==> src/include/qse_params.svh <==
// constants of the questionable status tree and error queue
`ifndef QSE_PARAMS_SVH
`define QSE_PARAMS_SVH

// ----------------------------------------------------------------------
// field positions
// ----------------------------------------------------------------------
`define QSE_VOLT_OV_BIT     0
`define QSE_VOLT_UV_BIT     1
`define QSE_TEMP_OT_BIT     0
`define QSE_QUES_VOLT_BIT   0
`define QSE_QUES_TEMP_BIT   4

// ----------------------------------------------------------------------
// implemented bits, everything else reads zero
// ----------------------------------------------------------------------
`define QSE_VOLT_MASK       16'h0003
`define QSE_TEMP_MASK       16'h0001
`define QSE_QUES_MASK       16'h0011

// ----------------------------------------------------------------------
// reset values of enables and transition filters
// ----------------------------------------------------------------------
`define QSE_QUES_ENA_RST    16'h0000
`define QSE_QUES_PTR_RST    16'hffff
`define QSE_QUES_NTR_RST    16'h0000
`define QSE_SUB_ENA_RST     16'hffff
`define QSE_SUB_PTR_RST     16'hffff
`define QSE_SUB_NTR_RST     16'hffff

// ----------------------------------------------------------------------
// error queue
// ----------------------------------------------------------------------
`define QSE_QUEUE_DEPTH     4
`define QSE_NO_ERROR_CODE   16'sh0000
`define QSE_OVERFLOW_CODE   -16'sd350
`define QSE_NO_ERROR_DESC   8'h00
`define QSE_NO_ERROR_LEN    8'h08
`define QSE_OVERFLOW_DESC   8'h01
`define QSE_OVERFLOW_LEN    8'h0e

`endif

==> src/include/qse_pkg.sv <==
// types shared by the questionable status tree and error queue
package qse_pkg;

  typedef enum logic [3:0] {
    QSE_OP_EVENT_RD,
    QSE_OP_COND_RD,
    QSE_OP_ENA_WR,
    QSE_OP_ENA_RD,
    QSE_OP_PTR_WR,
    QSE_OP_PTR_RD,
    QSE_OP_NTR_WR,
    QSE_OP_NTR_RD,
    QSE_OP_ERR_NEXT,
    QSE_OP_ERR_CODE,
    QSE_OP_ERR_COUNT
  } qse_op_type;

  typedef enum logic [1:0] {
    QSE_SEL_VOLT,
    QSE_SEL_TEMP,
    QSE_SEL_QUES
  } qse_sel_type;

  typedef struct packed {
    qse_op_type  op;
    qse_sel_type sel;
    logic [15:0] data;
  } qse_cmd_type;

  typedef struct packed {
    logic signed [15:0] code;
    logic [7:0]         desc_id;
    logic [7:0]         desc_len;
  } qse_entry_type;

  typedef struct packed {
    logic          with_text;
    qse_entry_type entry;
  } qse_resp_type;

endpackage : qse_pkg

==> src/hw/qse_status_queue.sv <==
// questionable status tree with voltage and temperature sub-registers plus error queue
`timescale 1ns/1ns
`include "qse_params.svh"

// Contract
// - questionable summary register is sixteen bits wide
// - summary bit 0 reflects the voltage-trip sub-register
// - summary bit 4 reflects the temperature-trip sub-register
// - each summary bit is the OR of its sub-register's enabled event bits
// - voltage bit 0 on over-voltage trip, bit 1 on under-voltage trip
// - temperature bit 0 when critical parts near or exceed maximum temperature
// - entry holds code and description; full query returns both
// - codes are signed 16-bit; zero means no error pending
// - description plus extra text at most 255 characters
// - errors queued in detection order and delivered first in first out
// - on overflow keep oldest, drop newest, last slot becomes -350
// - error queue holds exactly four entries
// - error-queue flag high whenever the queue holds an entry
// - full error query returns oldest entry and removes it
// - code-only query returns oldest code only and removes it

module qse_status_queue #(
  parameter int QUEUE_DEPTH = `QSE_QUEUE_DEPTH
) (
  input  wire logic                  clk_i,
  input  wire logic                  rst_n_i,
  input  wire logic                  ce_i,
  input  wire logic                  over_voltage_trip_i,
  input  wire logic                  under_voltage_trip_i,
  input  wire logic                  over_temp_trip_i,
  input  wire logic                  cmd_valid_i,
  input  wire qse_pkg::qse_cmd_type   cmd_i,
  input  wire logic                  err_push_i,
  input  wire qse_pkg::qse_entry_type err_entry_i,
  output logic                       resp_valid_o,
  output qse_pkg::qse_resp_type       resp_o,
  output logic                       error_queue_flag_o,
  output logic                       ques_summary_o
);

  localparam int CW     = $clog2(QUEUE_DEPTH + 1);
  localparam int NREG   = 3;
  localparam int I_VOLT = 0;
  localparam int I_TEMP = 1;
  localparam int I_QUES = 2;

  // ----------------------------------------------------------------------
  // state
  // ----------------------------------------------------------------------
  typedef struct packed {
    logic [2:0][2:0]                             sync;
    logic [2:0]                                  pin_stable;
    logic [NREG-1:0][15:0]                       cond;
    logic [NREG-1:0][15:0]                       ptr;
    logic [NREG-1:0][15:0]                       ntr;
    logic [NREG-1:0][15:0]                       ena;
    logic [NREG-1:0][15:0]                       evt;
    qse_pkg::qse_entry_type [QUEUE_DEPTH-1:0]    queue;
    logic [CW-1:0]                               count;
    logic                                        resp_valid;
    qse_pkg::qse_resp_type                       resp;
    logic                                        err_flag;
    logic                                        summary;
  } qse_state_type;

  qse_state_type state_reg;
  qse_state_type state_next;

  // ----------------------------------------------------------------------
  // helpers
  // ----------------------------------------------------------------------
  function automatic logic [15:0] impl_mask(input int idx);
    logic [15:0] m;
    m = 16'h0000;
    if (idx == I_VOLT) begin
      m = `QSE_VOLT_MASK;
    end else if (idx == I_TEMP) begin
      m = `QSE_TEMP_MASK;
    end else if (idx == I_QUES) begin
      m = `QSE_QUES_MASK;
    end
    return m;
  endfunction : impl_mask

  function automatic qse_state_type reset_state();
    qse_state_type s;
    s = '0;
    for (int i = 0; i < NREG; i++) begin
      s.ptr[i] = `QSE_SUB_PTR_RST & impl_mask(i);
      s.ntr[i] = `QSE_SUB_NTR_RST & impl_mask(i);
      s.ena[i] = `QSE_SUB_ENA_RST & impl_mask(i);
    end
    s.ptr[I_QUES] = `QSE_QUES_PTR_RST & impl_mask(I_QUES);
    s.ntr[I_QUES] = `QSE_QUES_NTR_RST & impl_mask(I_QUES);
    s.ena[I_QUES] = `QSE_QUES_ENA_RST & impl_mask(I_QUES);
    return s;
  endfunction : reset_state

  function automatic logic sel_is(input qse_pkg::qse_sel_type sel, input int idx);
    return (int'(sel) == idx);
  endfunction : sel_is

  // ----------------------------------------------------------------------
  // working signals of the next-state logic
  // ----------------------------------------------------------------------
  logic [NREG-1:0][15:0]                    cond_new;
  logic [NREG-1:0][15:0]                    evt_set;
  logic [NREG-1:0][15:0]                    evt_clr;
  logic [NREG-1:0]                          sub_sum;
  logic                                     do_pop;
  logic                                     do_write;
  qse_pkg::qse_entry_type [QUEUE_DEPTH-1:0] q_tmp;
  logic [CW-1:0]                            cnt_tmp;
  qse_pkg::qse_entry_type                   head;
  logic [15:0]                              rd_value;

  always_comb begin
    state_next = state_reg;
    cond_new   = '0;
    evt_set    = '0;
    evt_clr    = '0;
    sub_sum    = '0;
    do_pop     = 1'b0;
    do_write   = 1'b0;
    q_tmp      = state_reg.queue;
    cnt_tmp    = state_reg.count;
    head       = '0;
    rd_value   = 16'h0000;

    if (ce_i) begin
      // ------------------------------------------------------------------
      // pin synchronisers: a change counts once stages two and three agree
      // ------------------------------------------------------------------
      state_next.sync[0] = {over_temp_trip_i, under_voltage_trip_i, over_voltage_trip_i};
      state_next.sync[1] = state_reg.sync[0];
      state_next.sync[2] = state_reg.sync[1];
      for (int p = 0; p < 3; p++) begin
        if (state_reg.sync[1][p] == state_reg.sync[2][p]) begin
          state_next.pin_stable[p] = state_reg.sync[2][p];
        end
      end

      // ------------------------------------------------------------------
      // condition registers
      // ------------------------------------------------------------------
      cond_new[I_VOLT][`QSE_VOLT_OV_BIT] = state_reg.pin_stable[0];
      cond_new[I_VOLT][`QSE_VOLT_UV_BIT] = state_reg.pin_stable[1];
      cond_new[I_TEMP][`QSE_TEMP_OT_BIT] = state_reg.pin_stable[2];
      for (int i = 0; i < I_QUES; i++) begin
        sub_sum[i] = |(state_reg.evt[i] & state_reg.ena[i]);
      end
      cond_new[I_QUES][`QSE_QUES_VOLT_BIT] = sub_sum[I_VOLT];
      cond_new[I_QUES][`QSE_QUES_TEMP_BIT] = sub_sum[I_TEMP];

      // ------------------------------------------------------------------
      // transition filters and event latches
      // ------------------------------------------------------------------
      for (int i = 0; i < NREG; i++) begin
        cond_new[i] = cond_new[i] & impl_mask(i);
        evt_set[i]  = ((cond_new[i] & ~state_reg.cond[i] & state_reg.ptr[i])
                    | (~cond_new[i] & state_reg.cond[i] & state_reg.ntr[i]))
                    & impl_mask(i);
        if (cmd_valid_i && cmd_i.op == qse_pkg::QSE_OP_EVENT_RD
            && sel_is(cmd_i.sel, i)) begin
          evt_clr[i] = 16'hffff;
        end
        // an edge in the clearing cycle survives the clear
        state_next.evt[i]  = (state_reg.evt[i] & ~evt_clr[i]) | evt_set[i];
        state_next.cond[i] = cond_new[i];
      end

      // ------------------------------------------------------------------
      // enable and filter writes
      // ------------------------------------------------------------------
      for (int i = 0; i < NREG; i++) begin
        do_write = cmd_valid_i && sel_is(cmd_i.sel, i);
        if (do_write && cmd_i.op == qse_pkg::QSE_OP_ENA_WR) begin
          state_next.ena[i] = cmd_i.data & impl_mask(i);
        end
        if (do_write && cmd_i.op == qse_pkg::QSE_OP_PTR_WR) begin
          state_next.ptr[i] = cmd_i.data & impl_mask(i);
        end
        if (do_write && cmd_i.op == qse_pkg::QSE_OP_NTR_WR) begin
          state_next.ntr[i] = cmd_i.data & impl_mask(i);
        end
      end

      // ------------------------------------------------------------------
      // register reads, answered on the following edge
      // ------------------------------------------------------------------
      for (int i = 0; i < NREG; i++) begin
        if (sel_is(cmd_i.sel, i)) begin
          unique case (cmd_i.op)
            qse_pkg::QSE_OP_EVENT_RD: rd_value = state_reg.evt[i];
            qse_pkg::QSE_OP_COND_RD:  rd_value = state_reg.cond[i];
            qse_pkg::QSE_OP_ENA_RD:   rd_value = state_reg.ena[i];
            qse_pkg::QSE_OP_PTR_RD:   rd_value = state_reg.ptr[i];
            qse_pkg::QSE_OP_NTR_RD:   rd_value = state_reg.ntr[i];
            default:                  rd_value = rd_value;
          endcase
        end
      end

      // ------------------------------------------------------------------
      // error queue: pop first, then push, so a full queue can take one
      // ------------------------------------------------------------------
      do_pop = cmd_valid_i && (cmd_i.op == qse_pkg::QSE_OP_ERR_NEXT
                            || cmd_i.op == qse_pkg::QSE_OP_ERR_CODE);
      if (state_reg.count == '0) begin
        head.code     = `QSE_NO_ERROR_CODE;
        head.desc_id  = `QSE_NO_ERROR_DESC;
        head.desc_len = `QSE_NO_ERROR_LEN;
      end else begin
        head = state_reg.queue[0];
      end
      if (do_pop && state_reg.count != '0) begin
        for (int k = 0; k < QUEUE_DEPTH; k++) begin
          q_tmp[k] = (k + 1 < QUEUE_DEPTH) ? state_reg.queue[k + 1] : '0;
        end
        cnt_tmp = state_reg.count - CW'(1);
      end
      if (err_push_i) begin
        if (int'(cnt_tmp) < QUEUE_DEPTH) begin
          // code and length widths bound the entry, no clamp needed
          q_tmp[cnt_tmp] = err_entry_i;
          cnt_tmp        = cnt_tmp + CW'(1);
        end else begin
          // newest error lost; host still learns that something was dropped
          q_tmp[QUEUE_DEPTH-1].code     = `QSE_OVERFLOW_CODE;
          q_tmp[QUEUE_DEPTH-1].desc_id  = `QSE_OVERFLOW_DESC;
          q_tmp[QUEUE_DEPTH-1].desc_len = `QSE_OVERFLOW_LEN;
        end
      end
      state_next.queue = q_tmp;
      state_next.count = cnt_tmp;

      // ------------------------------------------------------------------
      // answer
      // ------------------------------------------------------------------
      state_next.resp_valid = cmd_valid_i;
      state_next.resp       = '0;
      if (cmd_valid_i) begin
        unique case (cmd_i.op)
          qse_pkg::QSE_OP_ERR_NEXT: begin
            state_next.resp.with_text = 1'b1;
            state_next.resp.entry     = head;
          end
          qse_pkg::QSE_OP_ERR_CODE: begin
            state_next.resp.entry.code = head.code;
          end
          qse_pkg::QSE_OP_ERR_COUNT: begin
            state_next.resp.entry.code = 16'(state_reg.count);
          end
          default: begin
            state_next.resp.entry.code = rd_value;
          end
        endcase
      end

      state_next.err_flag = (cnt_tmp != '0);
      state_next.summary  = |(state_next.evt[I_QUES] & state_next.ena[I_QUES]);
    end
  end

  // ----------------------------------------------------------------------
  // registers
  // ----------------------------------------------------------------------
  always_ff @(posedge clk_i) begin
    if (!rst_n_i) begin
      state_reg <= reset_state();
    end else begin
      state_reg <= state_next;
    end
  end

  assign resp_valid_o       = state_reg.resp_valid;
  assign resp_o             = state_reg.resp;
  assign error_queue_flag_o = state_reg.err_flag;
  assign ques_summary_o     = state_reg.summary;

endmodule : qse_status_queue

==> config.mk <==
export PLATFORM = sky130hd
export DESIGN_NAME = qse_status_queue
export DESIGN_NICKNAME = d
export VERILOG_FILES = /design/src/include/qse_pkg.sv /design/src/hw/qse_status_queue.sv
export VERILOG_INCLUDE_DIRS = /design/src /design/src/include
export SDC_FILE = /design/constraint.sdc
export NUM_CORES = 1
export LEC_CHECK = 0
export ABC_AREA = 1
export BUFFER_PORTS_ARGS = -buffer_cell sky130_fd_sc_hd__buf_2
export CAP_MARGIN = 0
export CORE_MARGIN = 5
export CORE_UTILIZATION = 45
export CTS_BUF_LIST = sky130_fd_sc_hd__clkbuf_4 sky130_fd_sc_hd__clkbuf_8
export CTS_CLUSTER_DIAMETER = 40
export DETAILED_ROUTE_END_ITERATION = 6
export PLACE_DENSITY = 0.58
export SYNTH_ARGS = -nofsm -noshare
export SYNTH_HDL_FRONTEND = slang
export SYNTH_SLANG_ARGS = --single-unit
==> constraint.sdc <==
create_clock -name clk_i -period 3.9 [get_ports clk_i]
set_clock_uncertainty 0.1 [all_clocks]
set_input_delay 0.195 -clock clk_i [delete_from_list [all_inputs] [get_ports clk_i]]
set_output_delay 0.195 -clock clk_i [all_outputs]
set_load 0.01 [all_outputs]
==> results of run 1 <==
cell usage in the layout (no fill, tap or decap), drive strengths merged, types with 3 or more instances in the layout:
cell	count
clkbuf	75
bufinv	6
o22ai	27
nor3	52
a32oi	3
dfxtp	261
nand2	691
nand3	198
clkinv	13
buf	116
a211oi	3
a21oi	206
nor2	69
o211ai	9
nand4	99
dlygate4sd3	39
inv	233
o21ai	56
ha	6
what timing repair did:
| item | CTS | global route |
|---|---|---|
| endpoints found under the hold margin | 105 | 0 |
| hold buffers | 39 | 0 |
| buffers inserted | 0 | 0 |
per-layer routing:
layer / vias up / GRT usage / wire length [um]
met2: 391 / 0.462 / 21900
li1: 6851 / - / -
met1: 6497 / 0.314 / 18300
met3: 70 / 0.0357 / 2160
met4: 0 / 0.0679 / 947
met5: - / 0 / 0
cells by family (layout without fill, tap and decap cells):
logic type                 count (synthesis)  in the layout
buffers and inverters                    415            483
DFF                                      261            261
xor gates and xnor gates                   2              2
AOI/OAI and AO/OA                        312            312
and+or+nand+nor                         1109           1109
adders and majority gates                  6              6
per-stage QoR:
step / util / power, W / hold slack, ns
global placement: 0.466 / 0.00359 / 0.320
CTS: 0.520 / 0.00688 / 0.00832
detailed placement: 0.466 / 0.00360 / 0.324
floorplan: - / 0.00337 / 0.221
finish: 0.520 / 0.00682 / 0.0374
global route: 0.520 / 0.00711 / 0.0437
worst max path at each step:
stage | from | endpoint | slack [ns] | cells past startpoint
floorplan | state_reg[36]$_SDFFE_PN0P_ | state_reg[143]$_SDFFE_PN0P_ | 1.25 | 15
global placement | state_reg[36]$_SDFFE_PN0P_ | state_reg[158]$_SDFFE_PN0P_ | 0.82 | 13
detailed placement | state_reg[36]$_SDFFE_PN0P_ | state_reg[163]$_SDFFE_PN0P_ | 0.72 | 13
CTS | state_reg[36]$_SDFFE_PN0P_ | state_reg[156]$_SDFFE_PN0P_ | 0.72 | 13
global route | state_reg[36]$_SDFFE_PN0P_ | state_reg[59]$_SDFFE_PN0P_ | 0.45 | 14
finish | state_reg[36]$_SDFFE_PN0P_ | state_reg[158]$_SDFFE_PN0P_ | 0.69 | 13
cell type report:
cell class                      count  area share
Multi-Input combinational cell   1429       0.425
Inverter                          232      0.0571
Timing Repair Buffer              155      0.0685
Clock buffer                       75      0.0613
Sequential cell                   261       0.339
Clock inverter                     21      0.0176
Tap cell                          390      0.0317
where the power goes:
| part | switching [W] | leakage (nW) | total, W | internal [W] |
|---|---|---|---|---|
| Clock | 0.00127 | 0.646 | 0.00324 | 0.00197 |
| Combinational | 0.000536 | 3.79 | 0.000765 | 0.000230 |
| Sequential | 0.0000684 | 2.12 | 0.00282 | 0.00275 |
| Total | 0.00187 | 6.55 | 0.00682 | 0.00494 |
worst max-delay path, stage by stage, from the launching register on:
cell	delay (ns)
dfxtp_1	0.36
inv_1	0.10
ha_1	0.21
nand2_1	0.11
nand3_4	0.11
nor2_8	0.29
clkinv_2	0.15
o21ai_1	0.31
ha_1	0.22
nand2_1	0.14
inv_1	0.59
nand3_1	0.15
nand3_1	0.11
a21oi_1	0.08
==> metrics.md, run 1 <==
| Metric | Value |
|---|---|
| Worst ir drop on vdd | `0.000252 V` |
| Placed inst area | `0.0138 mm^2` |
| Die area | `0.0336 mm^2` |
| Root Buffer | `clkbuf_8` |
| Top-count cell post-synth | `nand2_1` |
| Skew-Pair Late Insertion Delay | `0.60 ns` |
| CTS resizes | `0` |
| Core ar. | `0.0296 mm^2` |
| 1st-pass router iterations | `5` |
| Multi-input gate area | `0.00654 mm^2` |
| Cells after DPL | `2428` |
| Setup WS pre-CTS | `0.723 ns` |
| Status | `complete, no violations` |
| Final worst path period need | `3.21 ns` |
| Synth top area share | `0.387` |
| DR vias | `13800` |
| Cell Pwr Density | `443 mW/mm^2` |
| Commonest cells in the synthesized netlist | `nand2_1, dfxtp_1, inv_1, a21oi_1, nand3_1` |
| HP Start | `err_entry_i[25]` |
| Largest register FFs | `225` |
| Vias in the first global route | `13400` |
| Fin. Hold Viols | `0` |
| Fillcell total | `3087` |
| Std-Cell Rows | `63` |
| Worst EP required | `4.23 ns` |
| Yosys warning total | `0` |
| IO Pins | `98` |
| Primary FF master, synth | `dfxtp_1` |
| Antenna violations before repair | `0` |
| H-tree depth | `2` |
| Max-capacitance violation count | `0` |
| Reg-to-reg slack, setup | `0.69 ns` |
| Area leader, netlist | `dfxtp_1` |
| Die width | `183 um` |
| Final slew viol count | `0` |
| Crit start category | `register` |
| Routed vias/inst | `5.39` |
| Area Overhead vs Synth | `14.0%` |
| Xor/xnor cell area share of the yosys netlist | `0.00130` |
| Leak Pwr | `6.55 nW` |
| Initial DRC Count | `1132` |
| Post-route insts no fill | `2563` |
| Cell variety after synth | `35` |
| FF+latch count, synth | `261` |
| Syn Nets | `2173` |
| FF-to-FF path depth | `13` |
| CTS tree | `yes` |
| Routability cong. | `0.863` |
| DIE HEIGHT | `183 um` |
| Multiplexer share of the synthesized area | `0` |
| Largest net degree at the start of global routing | `115` |
| Worst Path Max Fanout | `20` |
| Post-route ant nets | `0` |
| Initial core utilization | `0.456` |
| Post-Synthesis Cells | `2105` |
| Fmax | `0.311 GHz` |
| Synth area leaders | `dfxtp_1, nand2_1, a21oi_1, nand3_1, inv_1` |
| Setup Crit Path Kind | `register to register` |
| Clock slew at the register clock pins of the worst setup and hold paths | `0.06 ns` |
| Fraction of registers with async set/reset | `0` |
| Register Area | `0.00523 mm^2` |
| Synth Area in Compound Gates | `0.123` |
| Hold Crit Depth | `5` |
| Worst Hold End | `state_reg[160]$_SDFFE_PN0P_` |
| Synthesized area | `0.0135 mm^2` |
| ANT cells | `0` |
| Ratio of cells with drive above 1 in the final layout | `0.104` |
| Worst-Margin Slew | `1.10 ns` |
| Reg-to-reg endpoint | `state_reg[158]$_SDFFE_PN0P_` |
| Nets | `2198` |
| Simple-Gate Fraction of Synth Area | `0.354` |
| Gr usage total | `0.254` |
| Hpwl dp | `26700 um` |
| CTS Sinks | `261` |
| Final Worst Setup Slack | `0.687 ns` |
| Mean post-synth cell area | `6.42 um^2` |
| Total wire length | `43300 um` |
| DRC | `0` |
| First-pass GRT wire length | `70200 um` |
| Seq/Total Area, Yosys | `0.387` |
| Hold WC Path Type | `input pin to register` |
| Port bufs | `84` |
| RSZ-0062 raised after global routing | `no` |
| Reg2reg start | `state_reg[36]$_SDFFE_PN0P_` |
| Period utilisation layout | `0.824` |
| Post-route setup TNS | `0 ns` |
| Cts bufs inserted | `51` |
| Design area | `0.0154 mm^2` |
| Post-synth EDFFs | `0` |
| Crit path capture type | `register` |
| Maximum clock insertion buffer count | `3` |
| Worst slew margin | `0.266` |
| CP arrival | `3.55 ns` |
| GR Overflow Total | `0` |
| Final setup vio count | `0` |
| Largest family of logic cells by synthesized area | `simple AND/OR/NAND/NOR gates` |
| WL/cell | `16.9 um` |
| Post-synthesis adder-cell area fraction | `0.00556` |
Note: power is estimated with default switching activity, not from simulation.
==> inputs of run 2 (changes only) <==
--- a/config.mk
+++ b/config.mk
@@ -6,7 +6,7 @@
 export SDC_FILE = /design/constraint.sdc
 export NUM_CORES = 1
 export LEC_CHECK = 0
-export ABC_AREA = 1
+export ABC_AREA = 0
 export BUFFER_PORTS_ARGS = -buffer_cell sky130_fd_sc_hd__buf_2
 export CAP_MARGIN = 0
 export CORE_MARGIN = 5
@@ -14,7 +14,7 @@
 export CTS_BUF_LIST = sky130_fd_sc_hd__clkbuf_4 sky130_fd_sc_hd__clkbuf_8
 export CTS_CLUSTER_DIAMETER = 40
 export DETAILED_ROUTE_END_ITERATION = 6
-export PLACE_DENSITY = 0.58
+export PLACE_DENSITY = 0.59
 export SYNTH_ARGS = -nofsm -noshare
 export SYNTH_HDL_FRONTEND = slang
 export SYNTH_SLANG_ARGS = --single-unit
==> constraint.sdc (replaced) <==
create_clock -name clk_i -period 3.05 [get_ports clk_i]
set_clock_uncertainty 0.1 [all_clocks]
set_input_delay 0.1525 -clock clk_i [delete_from_list [all_inputs] [get_ports clk_i]]
set_output_delay 0.1525 -clock clk_i [all_outputs]
set_load 0.01 [all_outputs]
==> run 2 against run 1 <==
Maximum frequency is 16% higher. Critical path depth is 2 lower. Count of clock-buffer cells in the layout is 4 lower. Clock power is 2% higher. Combinational power is 8.0% lower. Core utilization is 0.31 points higher. Sequential share of layout area is 4.6 points higher. Critical path type unchanged. Critical endpoint is now state_reg[101]$_SDFFE_PN0P_. Largest cell class unchanged. Largest power group is now registers. Highest routed layer unchanged.
==> metrics.md, run 2 <==
| Metric | Value |
|---|---|
| Status | `complete, no violations` |
| First-pass GRT wire length | `48100 um` |
| Routed wl met2 | `13500 um` |
| Syn Nets | `1293` |
| CTS Sinks | `261` |
| Area leader, netlist | `dfxtp_1` |
| Total wire length | `29700 um` |
| ANT cells | `0` |
| GR Overflow Total | `0` |
| Worst ir drop on vdd | `0.000336 V` |
| CP bufs+invs | `3` |
| Leak Pwr | `7.12 nW` |
| Port bufs | `84` |
| Area Overhead vs Synth | `15.4%` |
| Routed vias/inst | `5.62` |
| Met3 routed WL | `1470 um` |
| DR vias | `9342` |
| Hpwl dp | `18500 um` |
| Die area | `0.0294 mm^2` |
| Cell Pwr Density | `561 mW/mm^2` |
| Post-route setup TNS | `0 ns` |
| Worst-Margin Slew | `1.04 ns` |
| Reg-to-reg endpoint | `state_reg[101]$_SDFFE_PN0P_` |
| Largest net degree at the start of global routing | `107` |
| Slowest cell on the critical path | `o21ai_1` |
| Final slew viol count | `0` |
| Max incr delay on CP | `0.35 ns` |
| Multi-input gate area | `0.00574 mm^2` |
| Synth area leaders | `dfxtp_1, mux2i_1, o211a_1, nor2_1, buf_4` |
| Xor/xnor cell area share of the yosys netlist | `0.000746` |
| Crit path capture type | `register` |
| Worst slew margin | `0.310` |
| Max-capacitance violation count | `0` |
| Worst Path Max Fanout | `32` |
| Most common cell after layout, fill and taps aside | `dfxtp_1` |
| Final setup vio count | `0` |
| FF-to-FF path depth | `11` |
| Mean post-synth cell area | `9.58 um^2` |
| Cts bufs inserted | `46` |
| Routability cong. | `0.831` |
| Core ar. | `0.0259 mm^2` |
| Met1 wire length | `14200 um` |
| Initial DRC Count | `643` |
| CTS resizes | `0` |
| CP arrival | `3.10 ns` |
| Top layer in use | `met4` |
| Post-Synthesis Cells | `1225` |
| Register Area | `0.00523 mm^2` |
| Synth top area share | `0.445` |
| Die width | `172 um` |
| Crit start category | `register` |
| Clock slew at the register clock pins of the worst setup and hold paths | `0.06 ns` |
| Worst Hold End | `resp_o[16]$_SDFFE_PN0P_` |
| Primary FF master, synth | `dfxtp_1` |
| Vias in the first global route | `8924` |
| Hold WC Path Type | `input pin to register` |
| Maximum clock insertion buffer count | `3` |
| Skew-Pair Late Insertion Delay | `0.55 ns` |
| Root Buffer | `clkbuf_8` |
| Multiplexer share of the synthesized area | `0.124` |
| IO Pins | `98` |
| Largest family of logic cells by synthesized area | `compound AO/OA/AOI/OAI gates` |
| Commonest cells in the synthesized netlist | `dfxtp_1, nor2_1, mux2i_1, o211a_1, clkbuf_1` |
| Final worst path period need | `2.77 ns` |
| H-tree depth | `2` |
| Antenna violations before repair | `0` |
| Reg2reg start | `state_reg[36]$_SDFFE_PN0P_` |
| Critical path depth | `11` |
| Post-synthesis adder-cell area fraction | `0.00639` |
| DIE HEIGHT | `172 um` |
| Simple-Gate Fraction of Synth Area | `0.150` |
| Fin. Hold Viols | `0` |
| 1st-pass router iterations | `5` |
| Worst path cell trace | `inv_1 > ha_1 > nand2b_1 > nand2b_1 > o21ai_1 > inv_1 > ha_1 > o21ai_4 > a21oi_2 > buf_4 > o211a_1` |
| Std-Cell Rows | `59` |
| Nets | `1366` |
| Yosys warning total | `0` |
| Worst EP required | `3.38 ns` |
| Cell variety after synth | `71` |
| FF+latch count, synth | `261` |
| Seq/Total Area, Yosys | `0.445` |
| Hold Crit Depth | `4` |
| Period utilisation layout | `0.909` |
| Post-route ant nets | `0` |
| Cell family with most CP delay | `compound AO/OA/AOI/OAI gates` |
| CTS tree | `yes` |
| Fmax | `0.361 GHz` |
| Reg-to-reg slack, setup | `0.28 ns` |
| Gr usage total | `0.199` |
| Fillcell total | `2425` |
| Fraction of registers with async set/reset | `0` |
| Largest register FFs | `225` |
| Tot Pwr | `0.00760 W` |
| Top-count cell post-synth | `dfxtp_1` |
| Setup bufs post-CTS | `0` |
| Synthesized area | `0.0117 mm^2` |
| Setup Crit Path Kind | `register to register` |
| WL/cell | `17.8 um` |
| Initial core utilization | `0.453` |
| Most frequent cells in the layout | `dfxtp_1, nor2_1, mux2i_1` |
| HP Start | `cmd_i[18]` |
| DRC | `0` |
| RSZ-0062 raised after global routing | `no` |
| Synth Area in Compound Gates | `0.206` |
| Post-synth EDFFs | `0` |
| Post-CTS Hold Fix Bufs | `44` |
| Ratio of cells with drive above 1 in the final layout | `0.164` |
-- run 2: worst max path at each step --
stage | startpoint | endpoint
5_1_grt | state_reg[36]$_SDFFE_PN0P_ | state_reg[161]$_SDFFE_PN0P_
4_1_cts | state_reg[36]$_SDFFE_PN0P_ | state_reg[50]$_SDFFE_PN0P_
3_5_place_dp | state_reg[36]$_SDFFE_PN0P_ | state_reg[50]$_SDFFE_PN0P_
2_1_floorplan | state_reg[36]$_SDFFE_PN0P_ | state_reg[103]$_SDFFE_PN0P_
6_report | state_reg[36]$_SDFFE_PN0P_ | state_reg[101]$_SDFFE_PN0P_
3_3_place_gp | state_reg[36]$_SDFFE_PN0P_ | state_reg[50]$_SDFFE_PN0P_
-- run 2: kinds of logic after synthesis --
kind of cell	after synthesis
compound gates	288
xor+xnor	1
fa+ha+maj	6
buf+inv	145
flops	261
mux	142
simple gates	382
-- run 2: power breakdown --
group / switching (W) / internal (W)
combinational: 0.000402 / 0.000302
sequential: 0.0000710 / 0.00352
clock: 0.00140 / 0.00190
-- run 2: area by class of cell --
cell class,instances,share of cell area
multi-input cells,819,0.423
clock buffers,71,0.0675
flip-flops and latches,261,0.386
well taps,335,0.0309
repair buffers,158,0.0859
inverters,12,0.00332
clock inverters,7,0.00342
-- run 2: worst register-to-register path, stage by stage (launching register included) --
cell      delay (ns)
dfxtp_1         0.34
inv_1           0.10
ha_1            0.24
nand2b_1        0.19
nand2b_1        0.11
o21ai_1         0.35
inv_1           0.12
ha_1            0.23
o21ai_4         0.20
a21oi_2         0.10
buf_4           0.29
o211a_1         0.29
-- run 2: through the flow --
| stage | cell area, um^2 | cells | hold slack [ns] | setup WS (ns) | util |
|---|---|---|---|---|---|
| 2_1_floorplan | 11700 | 1225 | 0.176 | 0.471 | - |
| 3_3_place_gp | 12100 | 1541 | 0.287 | 0.345 | 0.469 |
| 3_5_place_dp | 12100 | 1541 | 0.290 | 0.288 | 0.469 |
| 4_1_cts | 13600 | 1663 | 0.0727 | 0.275 | 0.523 |
| 5_1_grt | 13600 | 1663 | 0.108 | 0.0770 | 0.523 |
| 6_report | 13600 | 1663 | 0.110 | 0.277 | 0.523 |
-- run 2: routing by layer --
layer	GRT usage	vias to the layer above
li1	-	4564
met1	0.284	4512
met3	0.0319	51
met2	0.315	215
met5	0	-
met4	0.0486	0
